--- config.mk ---
export PLATFORM = sky130hd
export DESIGN_NAME = spc_playback_clocking
export DESIGN_NICKNAME = d
export VERILOG_FILES = /design/src/spc_pkg.sv /design/src/spc_playback_clocking.sv
export VERILOG_INCLUDE_DIRS = /design/src
export SDC_FILE = /design/constraint.sdc
export NUM_CORES = 1
export LEC_CHECK = 0
export ABC_CLOCK_PERIOD_IN_PS = 6400
export BUFFER_PORTS_ARGS = -buffer_cell sky130_fd_sc_hd__buf_2
export CORE_UTILIZATION = 60
export DETAILED_ROUTE_END_ITERATION = 7
export PLACE_DENSITY = 0.85
export SLEW_MARGIN = 40
export SYNTH_ARGS = -nofsm -noshare
export SYNTH_HDL_FRONTEND = slang
export SYNTH_SLANG_ARGS = --single-unit
export TNS_END_PERCENT = 10
--- constraint.sdc ---
create_clock -name core_clk -period 6.4 [get_ports core_clk]
set_clock_uncertainty 0.2 [all_clocks]
set_input_delay 1.28 -clock core_clk [delete_from_list [all_inputs] [get_ports core_clk]]
set_output_delay 1.28 -clock core_clk [all_outputs]
set_load 0.005 [all_outputs]
--- src/spc_regs.svh ---
`ifndef SPC_REGS_SVH
`define SPC_REGS_SVH

// Register offsets (byte addresses)
`define SPC_OFF_CTRL       8'h00
`define SPC_OFF_CLKCFG     8'h04
`define SPC_OFF_STATUS     8'h08
`define SPC_OFF_IRQ_STAT   8'h0c
`define SPC_OFF_IRQ_MASK   8'h10
`define SPC_OFF_ADDR       8'h14

// Control fields
`define SPC_CTRL_MEAS      0
`define SPC_CTRL_CAL       1
`define SPC_CTRL_EXTCLK    2
`define SPC_CTRL_THRESH    3
`define SPC_CTRL_GATE      4
`define SPC_CTRL_EXTTRIG   5
`define SPC_CTRL_CHCAL     6

// Clock config fields
`define SPC_CFG_DIV_LSB    0
`define SPC_CFG_INTERP_LSB 4

// Interrupt bits
`define SPC_IRQ_REJECT     0
`define SPC_IRQ_FIRST      1
`define SPC_IRQ_CALDONE    2
`define SPC_IRQ_WRAP       3

// Reset values
`define SPC_RST_DIV        3'h1
`define SPC_RST_INTERP     3'h1

// Product limit of divider and interpolation
`define SPC_MAX_PRODUCT    4

// Latency in input clock periods per setting pair
`define SPC_LAT_I1_D1      10'd161
`define SPC_LAT_I1_D2      10'd322
`define SPC_LAT_I1_D3      10'd483
`define SPC_LAT_I1_D4      10'd644
`define SPC_LAT_I2_D1      10'd282
`define SPC_LAT_I2_D2      10'd564
`define SPC_LAT_I4_D1      10'd508

// Calibration duration default in cycles
`define SPC_CAL_CYCLES     1000000

`endif

--- src/spc_pkg.sv ---
package spc_pkg;

	typedef enum logic [1:0] {
		SPC_LED_OFF   = 2'h0,
		SPC_LED_GREEN = 2'h1,
		SPC_LED_RED   = 2'h2
	} spc_led_t;

	typedef struct packed {
		logic [7:0]  addr;
		logic [31:0] wdata;
		logic        wr;
		logic        rd;
	} spc_bus_req_t;

	typedef struct packed {
		logic [2:0] div;
		logic [2:0] interp;
	} spc_pair_t;

endpackage

--- src/spc_playback_clocking.sv ---
// The implementer's own choices: the address-and-strobe port and the register offsets.
`timescale 1ns/1ps
`default_nettype none
`include "spc_regs.svh"

// Functional notes
// - Address counter runs on data clock (sample clock over interpolation)
// - Integer divider from one to four
// - Interpolation one, two or four
// - Sample rate equals input clock over divider
// - Divider times interpolation never above four
// - Latency fixed per setting pair
// - First sample only after full latency; sample ticks, memory reads and address steps already run during latency
// - Trigger active above chosen threshold
// - Eight megaword memory, sequential addressing
// - Calibration command starts calibration sequence
// - Main indicator shows module mode
// - Gate indicator shows relay state, except red during channel calibration
module spc_playback_clocking #(
	parameter int ADDR_W     = 23,
	parameter int CAL_CYCLES = `SPC_CAL_CYCLES
) (
	input  wire logic              core_clk,
	input  wire logic              srst,
	input  wire spc_pkg::spc_bus_req_t bus_req,
	output logic [31:0]            rdata,
	input  wire logic              user_clk_pin,
	input  wire logic              trig_above_0v_pin,
	input  wire logic              trig_above_1v_pin,
	input  wire logic              selftest_error,
	input  wire logic              init_busy,
	output logic                   sample_tick,
	output logic                   data_tick,
	output logic [ADDR_W-1:0]      mem_addr,
	output logic                   mem_rd,
	output logic                   first_sample,
	output logic                   gate_close,
	output logic                   trig_active,
	output spc_pkg::spc_led_t      main_led,
	output spc_pkg::spc_led_t      gate_led,
	output logic                   irq
);
	import spc_pkg::*;

	initial begin
		if (ADDR_W < 4 || ADDR_W > 23)
			$error("ADDR_W out of range");
		if (CAL_CYCLES < 1)
			$error("CAL_CYCLES must be positive");
	end

	// ****************************************
	// Functions
	// ****************************************
	function automatic logic pair_ok(input logic [2:0] d, input logic [2:0] i);
		logic [5:0] p;
		p = 6'(d) * 6'(i);
		pair_ok = (d != 3'h0) && (i == 3'h1 || i == 3'h2 || i == 3'h4)
			&& (p <= 6'(`SPC_MAX_PRODUCT));
	endfunction

	function automatic logic [9:0] latency_of(input spc_pair_t p);
		case ({p.interp, p.div})
			6'o11:   latency_of = `SPC_LAT_I1_D1;
			6'o12:   latency_of = `SPC_LAT_I1_D2;
			6'o13:   latency_of = `SPC_LAT_I1_D3;
			6'o14:   latency_of = `SPC_LAT_I1_D4;
			6'o21:   latency_of = `SPC_LAT_I2_D1;
			6'o22:   latency_of = `SPC_LAT_I2_D2;
			6'o41:   latency_of = `SPC_LAT_I4_D1;
			default: latency_of = `SPC_LAT_I1_D1;
		endcase
	endfunction

	// ****************************************
	// Pin synchronisers
	// ****************************************
	logic [2:0] pin_s1_reg;
	logic [2:0] pin_s2_reg;
	logic       uclk_prev_reg;

	always_ff @(posedge core_clk) begin
		pin_s1_reg    <= {trig_above_1v_pin, trig_above_0v_pin, user_clk_pin};
		pin_s2_reg    <= pin_s1_reg;
		uclk_prev_reg <= pin_s2_reg[0];
	end

	// ****************************************
	// Registers
	// ****************************************
	typedef enum {
		ST_CONFIG,
		ST_CAL,
		ST_LATENCY,
		ST_PLAY,
		ST_ERROR
	} spc_state_t;

	spc_state_t        state_reg, state_next;
	logic [6:0]        ctrl_reg, ctrl_next;
	spc_pair_t         pair_reg, pair_next;
	logic [3:0]        istat_reg, istat_next;
	logic [3:0]        imask_reg, imask_next;
	logic [31:0]       rdata_reg, rdata_next;
	logic [2:0]        div_cnt_reg, div_cnt_next;
	logic [1:0]        int_cnt_reg, int_cnt_next;
	logic [9:0]        lat_cnt_reg, lat_cnt_next;
	logic [31:0]       cal_cnt_reg, cal_cnt_next;
	logic [ADDR_W-1:0] addr_reg, addr_next;
	logic              stick_reg, stick_next;
	logic              dtick_reg, dtick_next;
	logic              first_reg, first_next;

	logic clk_edge;
	logic samp_ev;
	logic data_ev;
	logic [3:0] ev;
	logic wr_ctrl, wr_cfg, wr_istat, wr_imask;
	logic [2:0] req_div, req_interp;

	assign wr_ctrl    = bus_req.wr && bus_req.addr == `SPC_OFF_CTRL;
	assign wr_cfg     = bus_req.wr && bus_req.addr == `SPC_OFF_CLKCFG;
	assign wr_istat   = bus_req.wr && bus_req.addr == `SPC_OFF_IRQ_STAT;
	assign wr_imask   = bus_req.wr && bus_req.addr == `SPC_OFF_IRQ_MASK;
	assign req_div    = bus_req.wdata[`SPC_CFG_DIV_LSB +: 3];
	assign req_interp = bus_req.wdata[`SPC_CFG_INTERP_LSB +: 3];

	// Applied clock edge: user pin or backplane (core clock) edge
	assign clk_edge = ctrl_reg[`SPC_CTRL_EXTCLK]
		? (pin_s2_reg[0] && !uclk_prev_reg) : 1'b1;
	// Sample edge every divider count of applied edges
	assign samp_ev = clk_edge && div_cnt_reg == pair_reg.div - 3'h1;
	// Data edge every interpolation count of sample edges
	assign data_ev = samp_ev && {1'b0, int_cnt_reg} == pair_reg.interp - 3'h1;

	always_comb begin
		state_next   = state_reg;
		ctrl_next    = ctrl_reg;
		pair_next    = pair_reg;
		imask_next   = imask_reg;
		div_cnt_next = div_cnt_reg;
		int_cnt_next = int_cnt_reg;
		lat_cnt_next = lat_cnt_reg;
		cal_cnt_next = cal_cnt_reg;
		addr_next    = addr_reg;
		stick_next   = 1'b0;
		dtick_next   = 1'b0;
		first_next   = 1'b0;
		ev           = 4'h0;
		rdata_next   = 32'h0;

		if (wr_ctrl) begin
			ctrl_next = bus_req.wdata[6:0];
			// Internal clock forbids external trigger
			if (!bus_req.wdata[`SPC_CTRL_EXTCLK])
				ctrl_next[`SPC_CTRL_EXTTRIG] = 1'b0;
		end
		if (wr_cfg) begin
			if (state_reg == ST_CONFIG && pair_ok(req_div, req_interp)) begin
				pair_next.div    = req_div;
				pair_next.interp = req_interp;
			end else begin
				ev[`SPC_IRQ_REJECT] = 1'b1;
			end
		end
		if (wr_imask)
			imask_next = bus_req.wdata[3:0];

		if (clk_edge)
			div_cnt_next = samp_ev ? 3'h0 : div_cnt_reg + 3'h1;
		if (samp_ev)
			int_cnt_next = data_ev ? 2'h0 : int_cnt_reg + 2'h1;

		case (state_reg)
			ST_CONFIG: begin
				addr_next = '0;
				if (ctrl_next[`SPC_CTRL_CAL]) begin
					state_next   = ST_CAL;
					cal_cnt_next = 32'h0;
				end else if (ctrl_next[`SPC_CTRL_MEAS]) begin
					state_next   = ST_LATENCY;
					lat_cnt_next = latency_of(pair_reg);
					div_cnt_next = 3'h0;
					int_cnt_next = 2'h0;
				end
			end
			ST_CAL: begin
				cal_cnt_next = cal_cnt_reg + 32'h1;
				if (cal_cnt_reg == 32'(CAL_CYCLES - 1)) begin
					state_next = ST_CONFIG;
					ctrl_next[`SPC_CTRL_CAL]   = 1'b0;
					ctrl_next[`SPC_CTRL_CHCAL] = 1'b0;
					ev[`SPC_IRQ_CALDONE] = 1'b1;
				end
			end
			ST_LATENCY, ST_PLAY: begin
				stick_next = samp_ev;
				dtick_next = data_ev;
				if (data_ev) begin
					addr_next = addr_reg + 1'b1;
					if (&addr_reg)
						ev[`SPC_IRQ_WRAP] = 1'b1;
				end
				if (state_reg == ST_LATENCY && clk_edge) begin
					if (lat_cnt_reg == 10'd1) begin
						state_next = ST_PLAY;
						first_next = 1'b1;
						ev[`SPC_IRQ_FIRST] = 1'b1;
					end else begin
						lat_cnt_next = lat_cnt_reg - 10'd1;
					end
				end
				if (!ctrl_next[`SPC_CTRL_MEAS])
					state_next = ST_CONFIG;
			end
			ST_ERROR: state_next = ST_ERROR;
			default:  state_next = ST_CONFIG;
		endcase
		if (selftest_error)
			state_next = ST_ERROR;

		// Set wins over write-one clear
		istat_next = (istat_reg & ~(wr_istat ? bus_req.wdata[3:0] : 4'h0)) | ev;

		if (bus_req.rd) begin
			case (bus_req.addr)
				`SPC_OFF_CTRL:     rdata_next = {25'h0, ctrl_reg};
				`SPC_OFF_CLKCFG:   rdata_next = {25'h0, pair_reg.interp, 1'b0, pair_reg.div};
				`SPC_OFF_STATUS:   rdata_next = {28'h0, trig_active, 3'(state_reg)};
				`SPC_OFF_IRQ_STAT: rdata_next = {28'h0, istat_reg};
				`SPC_OFF_IRQ_MASK: rdata_next = {28'h0, imask_reg};
				`SPC_OFF_ADDR:     rdata_next = 32'(addr_reg);
				default:           rdata_next = 32'h0;
			endcase
		end
	end

	always_ff @(posedge core_clk) begin
		if (srst) begin
			state_reg   <= ST_CONFIG;
			ctrl_reg    <= 7'h0;
			pair_reg    <= '{div: `SPC_RST_DIV, interp: `SPC_RST_INTERP};
			istat_reg   <= 4'h0;
			imask_reg   <= 4'h0;
			rdata_reg   <= 32'h0;
			div_cnt_reg <= 3'h0;
			int_cnt_reg <= 2'h0;
			lat_cnt_reg <= 10'h0;
			cal_cnt_reg <= 32'h0;
			addr_reg    <= '0;
			stick_reg   <= 1'b0;
			dtick_reg   <= 1'b0;
			first_reg   <= 1'b0;
		end else begin
			state_reg   <= state_next;
			ctrl_reg    <= ctrl_next;
			pair_reg    <= pair_next;
			istat_reg   <= istat_next;
			imask_reg   <= imask_next;
			rdata_reg   <= rdata_next;
			div_cnt_reg <= div_cnt_next;
			int_cnt_reg <= int_cnt_next;
			lat_cnt_reg <= lat_cnt_next;
			cal_cnt_reg <= cal_cnt_next;
			addr_reg    <= addr_next;
			stick_reg   <= stick_next;
			dtick_reg   <= dtick_next;
			first_reg   <= first_next;
		end
	end

	// ****************************************
	// Outputs
	// ****************************************
	assign rdata        = rdata_reg;
	assign sample_tick  = stick_reg;
	assign data_tick    = dtick_reg;
	assign mem_addr     = addr_reg;
	assign mem_rd       = dtick_reg;
	assign first_sample = first_reg;
	assign gate_close   = ctrl_reg[`SPC_CTRL_GATE];
	assign irq          = |(istat_reg & imask_reg);
	// Threshold select picks comparator
	assign trig_active  = ctrl_reg[`SPC_CTRL_THRESH] ? pin_s2_reg[2] : pin_s2_reg[1];

	always_comb begin
		if (state_reg == ST_ERROR || state_reg == ST_CAL || init_busy)
			main_led = SPC_LED_RED;
		else if (state_reg == ST_LATENCY || state_reg == ST_PLAY)
			main_led = SPC_LED_GREEN;
		else
			main_led = SPC_LED_OFF;
		if (state_reg == ST_CAL && ctrl_reg[`SPC_CTRL_CHCAL])
			gate_led = SPC_LED_RED;
		else if (ctrl_reg[`SPC_CTRL_GATE])
			gate_led = SPC_LED_GREEN;
		else
			gate_led = SPC_LED_OFF;
	end

endmodule
`default_nettype wire

Word level (Yosys, flattened, before mapping). Index checks and enable logic that the tools add are counted. Widths: inputs -> output; s select.

Flip-flop bits (word level): 165. Logic and storage cells: 163.

Add/sub/neg operators: 7. Multipliers: 1. $lt $le $gt $ge: 1. Eq/ne operators: 40. Muxes and demuxes: 52. Bitwise gates (word level): 6. Reductions and logical operators: 36.

Operators by type and width (count): $mux 32 (7); $pmux 23 s6 (1); $pmux 32 s4 (1); $eq 32x2->1 const B (3); $eq 32x3->1 const B (3); $logic_not 32->1 (2); $pmux 32 s2 (1); $pmux 10 s6 (1); $pmux 23 s2 (1); $mux 10 (4); $add 32x1->32 const B (1); $eq 32x1->1 const B (1); $eq 32x20->1 const B (1); $eq 32x4->1 const B (1); $add 23x1->23 const B (1); $mux 23 (1); $reduce_and 23->1 (1); $pmux 10 s2 (1); $mux 1 (19); $eq 6x4->1 const B (3); $mux 3 (6); $eq 8x4->1 const B (2); $eq 8x5->1 const B (2); $mux 2 (7); other kinds (35) (72).

Logic depth before layout (Yosys ltp). Gate-level depths: netlist (run 1).

Word-level depth: 10. Mapped depth: 11. Mapped depth without buffers: 10.

Least setup slack after synthesis (run 1). OpenSTA, ideal clock, no wires.

Kind: input-to-reg. Start point: in bus_req[3] (netlist bit). End point: reg pair_reg[0] (netlist bit). Setup time: 0.129 ns. Data arrival time: 3.892 ns. Required time: 6.071 ns. Path slack: 2.180 ns. Stages on the path: 11. Path through: clkbuf_1 -> and2_1 -> fa_1 -> ha_1 -> fa_1 -> a211oi_1 -> o311ai_0 -> a211oi_1 -> nand3_1 -> mux2i_1 -> nand2_1.

Longest elaborated chain between the ends: 5.

RTL lines: from (decl) (line spc_playback_clocking.sv:25) `input wire spc_pkg::spc_bus_req_t bus_req,`; $mul 3x3->6 / $reduce_bool 3->1 (equally long branches) (line spc_playback_clocking.sv:57, spc_playback_clocking.sv:58); $le 6x3->1 / $logic_and 1x1->1 (equally long branches) (line spc_playback_clocking.sv:59, spc_playback_clocking.sv:58); $logic_and 1x1->1 * (line spc_playback_clocking.sv:58) `pair_ok = (d != 3'h0) && (i == 3'h1 || i == 3'h2 || i == 3'h4)`; $logic_and 1x1->1 * (line spc_playback_clocking.sv:159) `if (state_reg == ST_CONFIG && pair_ok(req_div, req_interp)) begin`; $reduce_and 2->1 (no line) *; to (signal assigned) (line spc_playback_clocking.sv:242) `` pair_reg <= '{div: `SPC_RST_DIV, interp: `SPC_RST_INTERP}; ``; to (signal assigned) (line spc_playback_clocking.sv:257) `pair_reg <= pair_next;`; to (decl) (line spc_playback_clocking.sv:101) `spc_pair_t pair_reg, pair_next;`.

Mark *: on every way between the ends. The rest lies on a longest branch, timed or not. A chain may end at the register's enable or synchronous reset.

Final worst setup path (run 1).
Start point: in bus_req[2] (netlist bit). End point: reg pair_reg[3] (netlist bit).

Longest elaborated chain between the ends: 5.

RTL lines (line): $mul 3x3->6 / $reduce_bool 3->1 (equally long branches) (spc_playback_clocking.sv:57, spc_playback_clocking.sv:58); $le 6x3->1 / $logic_and 1x1->1 (equally long branches) (spc_playback_clocking.sv:59, spc_playback_clocking.sv:58); $logic_and 1x1->1 (spc_playback_clocking.sv:58); $logic_and 1x1->1 (spc_playback_clocking.sv:159); $reduce_and 2->1 (no line).

Parallel ways exist; a longest one is shown, timed or not.

==> reports/results.txt, run 1 <==
status - finished clean
Site Rows - 36
core box area - 9950 um^2
Synth Area per Inst - 8.38 um^2
Total Routed Length - 16.1 mm
Worst EP arrival - 4.25 ns
Synth Area in Adders - 0.0362
simple-gate area share of the yosys netlist - 0.282
clock buffer depth - 2
kind of cell adding the most delay to the critical path - adder cells
max reg flops - 32
EDFF count, synth - 0
Starting Density - 0.631
Post-route DRC - 0
Synth cell types - 65
max incr delay on CP - 0.53 ns
crit-path cells - buf_2, and2_1, fa_1, ha_1, fa_1, a211oi_1, o311ai_0, a211oi_1, nand3_1, mux2i_1, nand2_1
hold_buf cts - 0
register bit total from synthesis - 127
worst skew pair latency - 0.53 ns
routed len/inst - 16.7 um
clock root buffer - clkbuf_8
first-pass GRT wire length - 26.3 mm
Max-Cap Viols - 0
Bufs and invs on worst path - 1
list of most frequent post-synthesis cells - dfxtp_1, nor2_1, nand2_1, a21oi_1, nand3_1
max-slew violations - 0
largest net degree at the start of global routing - 64
Initial DRC Count - 451
Ant. Diodes - 0
Area after DPL - 6690 um^2
die width - 104 um
VDD IR max - 0.181 mV
Buffers on Ports - 80
Detailed Routing Iterations Pass 1 - 7
R2R Setup Slk - 3.25 ns
Least-Margin Pin Slew - 0.809 ns
vias in the first global route - 5711
Synth Area in Compound Gates - 0.134
mux contribution to synthesized area - 0.0468
RD Place Congestion - 0.849
GRT Overall Usage - 0.298
synth warn - 0
RSZ-0062 raised after global routing - false
CP Capture Type - register
area leader, netlist - dfxtp_1
via/cell ratio - 6.22
# setup viols final - 0
Worst Setup Path Type - primary input to register
IO Pins - 115
Fin. Hold Viols - 0
Area contributors post-synth - dfxtp_1, nor2_1, nand2_1, a21oi_1, ha_1
CP Max Fanout - 10
htree depth - 4
CTS resizes - 0
Final #Nets - 883
Slew headroom - 0.461
largest family of logic cells by synthesized area - simple AND/OR/NAND/NOR gates
Mapped Cells - 750
sequential area share after synthesis - 0.404
Worst-path clk slew - 0.06 ns
top-count cell post-synth - dfxtp_1
leakage - 2.90 nW
Synth Area in XOR/XNOR - 0.0512
setup slack at placement - 1.82 ns
Finished Cell Area - 7300 um^2
Slowest cell on crit path - fa_1
Synth top area share - 0.404
Critical Path Source Type - primary input
Die Y - 104 um
Mapped Area - 6290 um^2
cts bufs inserted - 17
asr flop ratio synth - 0
TritonCTS clock tree - built
die area - 10900 um^2
P&R area growth vs syn - 16.2%
Overflow after GRT - 0
Data required, critical path - 6.59 ns
Pwr Density - 252 nW/um^2
via count - 5994
clk sinks - 127
worst hold path type - register to register
fin worst setup slack - 2.34 ns
fmax - 246 MHz
Primary FF master, synth - dfxtp_1
Period minus WS final - 4.06 ns
layout cells sized above 1 - 0.169
DP Wirelength - 10.9 mm
Final TNS setup - 0 ns
antenna-violating nets left - 0
initial antenna violation count - 0
Tcrit/Tclk final - 0.634
postcts setup bufs - 0
layer usage:
metal / global-route usage / vias to the layer above / part of all wire
met4: 0.154 / 0 / 0.033
met3: 0.0695 / 50 / 0.068
met5: 0 / - / 0
met1: 0.354 / 2840 / 0.41
met2: 0.500 / 289 / 0.49
li1: - / 2815 / -
stage by stage:
step	std cells	hold WS (ns)	util	power, W
2_1_floorplan	758	0.110	-	0.000859
3_3_place_gp	931	0.113	0.672	0.000875
3_5_place_dp	931	0.113	0.672	0.000879
4_1_cts	963	0.127	0.733	0.00185
5_1_grt	963	0.137	0.734	0.00189
6_report	963	0.128	0.734	0.00184
cell families after synthesis:
kind of cell	after synthesis
muxes	28
xor gates and xnor gates	35
AOI/OAI and AO/OA	130
adders and majority gates	17
and+or+nand+nor	351
other	1
buffers and inverters	61
DFF	127
placed cells by master (no fill, tap or decap), types with 7 or more instances in the layout:
master / instances
dfxtp_1: 127
nor2_1: 81
buf_2: 80
nand2_1: 76
a21oi_1: 53
nand3_1: 33
nor3_1: 29
and2_1: 27
nand4_1: 20
inv_1: 19
o21ai_0: 19
nor4_1: 18
xor2_1: 17
xnor2_1: 17
mux2i_1: 17
or3_1: 17
clkbuf_16: 16
ha_1: 15
and3_1: 13
mux2_2: 11
conb_1: 9
o211ai_1: 7
a31oi_1: 7
report_power, final:
part	switching, W	leakage [nW]	internal [W]
sequential	0.00000308	1.03	0.000794
clock	0.000373	0.295	0.000601
combinational	0.0000456	1.58	0.0000214
worst paths after layout:
path	startpoint	endpoint	cells after the start
min reg2reg	pin_s1_reg[0]	pin_s2_reg[0]	0
max reg2reg	pair_reg[3]	mem_addr[19]	8
max	bus_req[2]	pair_reg[3]	11
min	pin_s1_reg[0]	pin_s2_reg[0]	0
final cells by class:
type,instances,area [um^2]
inverters,19,71.3
well taps,133,166
clock inverters,14,183
flip-flops and latches,127,2540
clock buffers,18,418
repair buffers,82,415
multi-input cells,570,3510
fillers,708,2650
No activity file was read; power rests on OpenSTA's default activity.
==> inputs of run 2 (changes only) <==
- ABC_AREA: not set -> 1
- ABC_CLOCK_PERIOD_IN_PS: 6400 -> 4000
- CORE_UTILIZATION: 60 -> 57
- PLACE_DENSITY: 0.85 -> 0.8
- clock period: 6.4 -> 4 ns (I/O delays scaled with it)
==> run 2 against run 1 <==
Compared with the run above: die area rose by 21%; critical path depth up 1; sequential share of layout area is 4.1 points lower; critical path type unchanged; critical endpoint is now pair_reg[5].
==> reports/results.txt, run 2 <==
Reg-to-Reg Start - pair_reg[3]
clock buffer depth - 2
DP Cell Count - 1293
Area contributors post-synth - dfxtp_1, nand2_1, nor2_1, inv_1, nand3_1
leakage - 3.44 nW
post-route insts no fill - 1325
Final TNS setup - 0 ns
via/cell ratio - 5.36
Synth Area in XOR/XNOR - 0.0204
Tcrit/Tclk final - 0.762
status - finished clean
initial antenna violation count - 0
Buffers on Ports - 80
P&R area growth vs syn - 14.2%
layout cells sized above 1 - 0.157
largest family of logic cells by synthesized area - simple AND/OR/NAND/NOR gates
R2R Setup Slk - 1.40 ns
clk sinks - 127
Site Rows - 40
simple-gate area share of the yosys netlist - 0.369
Synth Area in Adders - 0.0314
worst skew pair latency - 0.43 ns
worst setup path start - bus_req[8]
Initial DRC Count - 646
Detailed Routing Iterations Pass 1 - 5
VDD IR max - 0.369 mV
vias in the first global route - 6435
Pwr Density - 405 nW/um^2
die width - 115 um
max-slew violations - 0
Fin. Hold Viols - 0
fmax - 328 MHz
Max-Cap Viols - 0
Period minus WS final - 3.05 ns
worst hold path type - register to register
antenna-violating nets left - 0
sequential area share after synthesis - 0.351
most frequent cells in the layout - nand2_1, nor2_1, dfxtp_1, inv_1, buf_2
max reg flops - 32
asr flop ratio synth - 0
clock root buffer - clkbuf_16
Synth top area share - 0.351
Reg2Reg Depth - 10
Mapped Cells - 1074
Total Routed Length - 18.1 mm
core box area - 12200 um^2
postcts setup bufs - 0
Synth Area in Compound Gates - 0.124
Synth cell types - 60
list of most frequent post-synthesis cells - nand2_1, nor2_1, dfxtp_1, inv_1, nand3_1
RD Place Congestion - 0.903
Die Y - 115 um
CP Capture Type - register
Worst-path clk slew - 0.06 ns
routed len/inst - 13.6 um
Synth Area per Inst - 6.75 um^2
Top Metal Used - met4
fin util - 0.678
Starting Density - 0.593
area leader, netlist - dfxtp_1
Worst Setup EP - pair_reg[5]
Least-Margin Pin Slew - 0.830 ns
CP Max Fanout - 11
Data required, critical path - 4.12 ns
IO Pins - 115
most common cell after layout, fill and taps aside - nand2_1
Pwr Total - 0.00335 W
first-pass GRT wire length - 30.1 mm
TritonCTS clock tree - built
met3 wire len - 1.09 mm
Mapped Area - 7250 um^2
HP Start - pin_s1_reg[1]
GRT Overall Usage - 0.291
via count - 7106
Worst EP arrival - 3.16 ns
RSZ-0062 raised after global routing - false
Post-route DRC - 0
met2 wire len - 8.72 mm
die area - 13200 um^2
# setup viols final - 0
htree depth - 4
mux contribution to synthesized area - 0.00449
Worst Setup Path Type - primary input to register
hold_buf cts - 0
Overflow after GRT - 0
EDFF count, synth - 0
Critical Path Source Type - primary input
Critical R2R Capture - mem_addr[0]
cts bufs inserted - 17
top-count cell post-synth - nand2_1
largest net degree at the start of global routing - 42
Final #Nets - 1210
M1 WL - 7.74 mm
synth warn - 0
CTS resizes - 0
Slew headroom - 0.446
DP Wirelength - 12.9 mm
Ant. Diodes - 0
register bit total from synthesis - 127
Primary FF master, synth - dfxtp_1
[run 2: area by class of cell]
type | instances | area, um^2
clock buffer | 20 | 457
clock inverter | 12 | 183
fill | 1076 | 3940
inverter | 118 | 443
multi-input combinational | 796 | 4010
sequential | 127 | 2540
tap | 168 | 210
timing repair buffer | 84 | 430
[run 2: kinds of logic (layout without fill, tap and decap cells)]
family	after synthesis	in the layout
simple gates	596	596
buf+inv	159	234
compound gates	155	155
flops	127	127
fa+ha+maj	17	17
xor+xnor	16	16
mux	3	3
other cells	1	9
[run 2: through the flow]
stage	hold slack, ns	setup slack (ns)	area, um^2
after CTS	0.127	0.970	8270
after global routing	0.131	0.785	8270
after global placement	0.111	0.577	7630
final	0.125	0.954	8270
after detailed placement	0.114	0.562	7630
after floorplan	0.110	0.863	7280
[run 2: where the power goes]
group	internal (W)	total (W)	switching, W
sequential	0.00130	0.00132	0.0000278
combinational	0.000109	0.000353	0.000244
clock	0.00108	0.00167	0.000592
total	0.00248	0.00335	0.000863
[run 2: worst min path at each step]
stage,to,slack [ns],depth (start not counted)
after floorplan,pin_s2_reg[0],0.11,0
after global placement,pin_s2_reg[2],0.11,0
after detailed placement,pin_s2_reg[1],0.11,0
after CTS,pin_s2_reg[1],0.13,0
after global routing,pin_s2_reg[0],0.13,0
final,pin_s2_reg[1],0.12,0
[run 2: routing by layer]
layer / track usage / up-vias
li1: - / 3608
met1: 0.349 / 3204
met2: 0.495 / 250
met3: 0.0643 / 44
met4: 0.144 / 0
met5: 0 / -
[run 2: worst max-delay path: stages]
cell and delay [ns]:
buf_2 0.14, nand2_1 0.07, inv_1 0.05, fa_1 0.48
ha_1 0.24, fa_1 0.43, nor2_1 0.11, nand2_1 0.06
nor3_2 0.26, nand3_2 0.23, o21ai_1 0.23, nor2_1 0.06
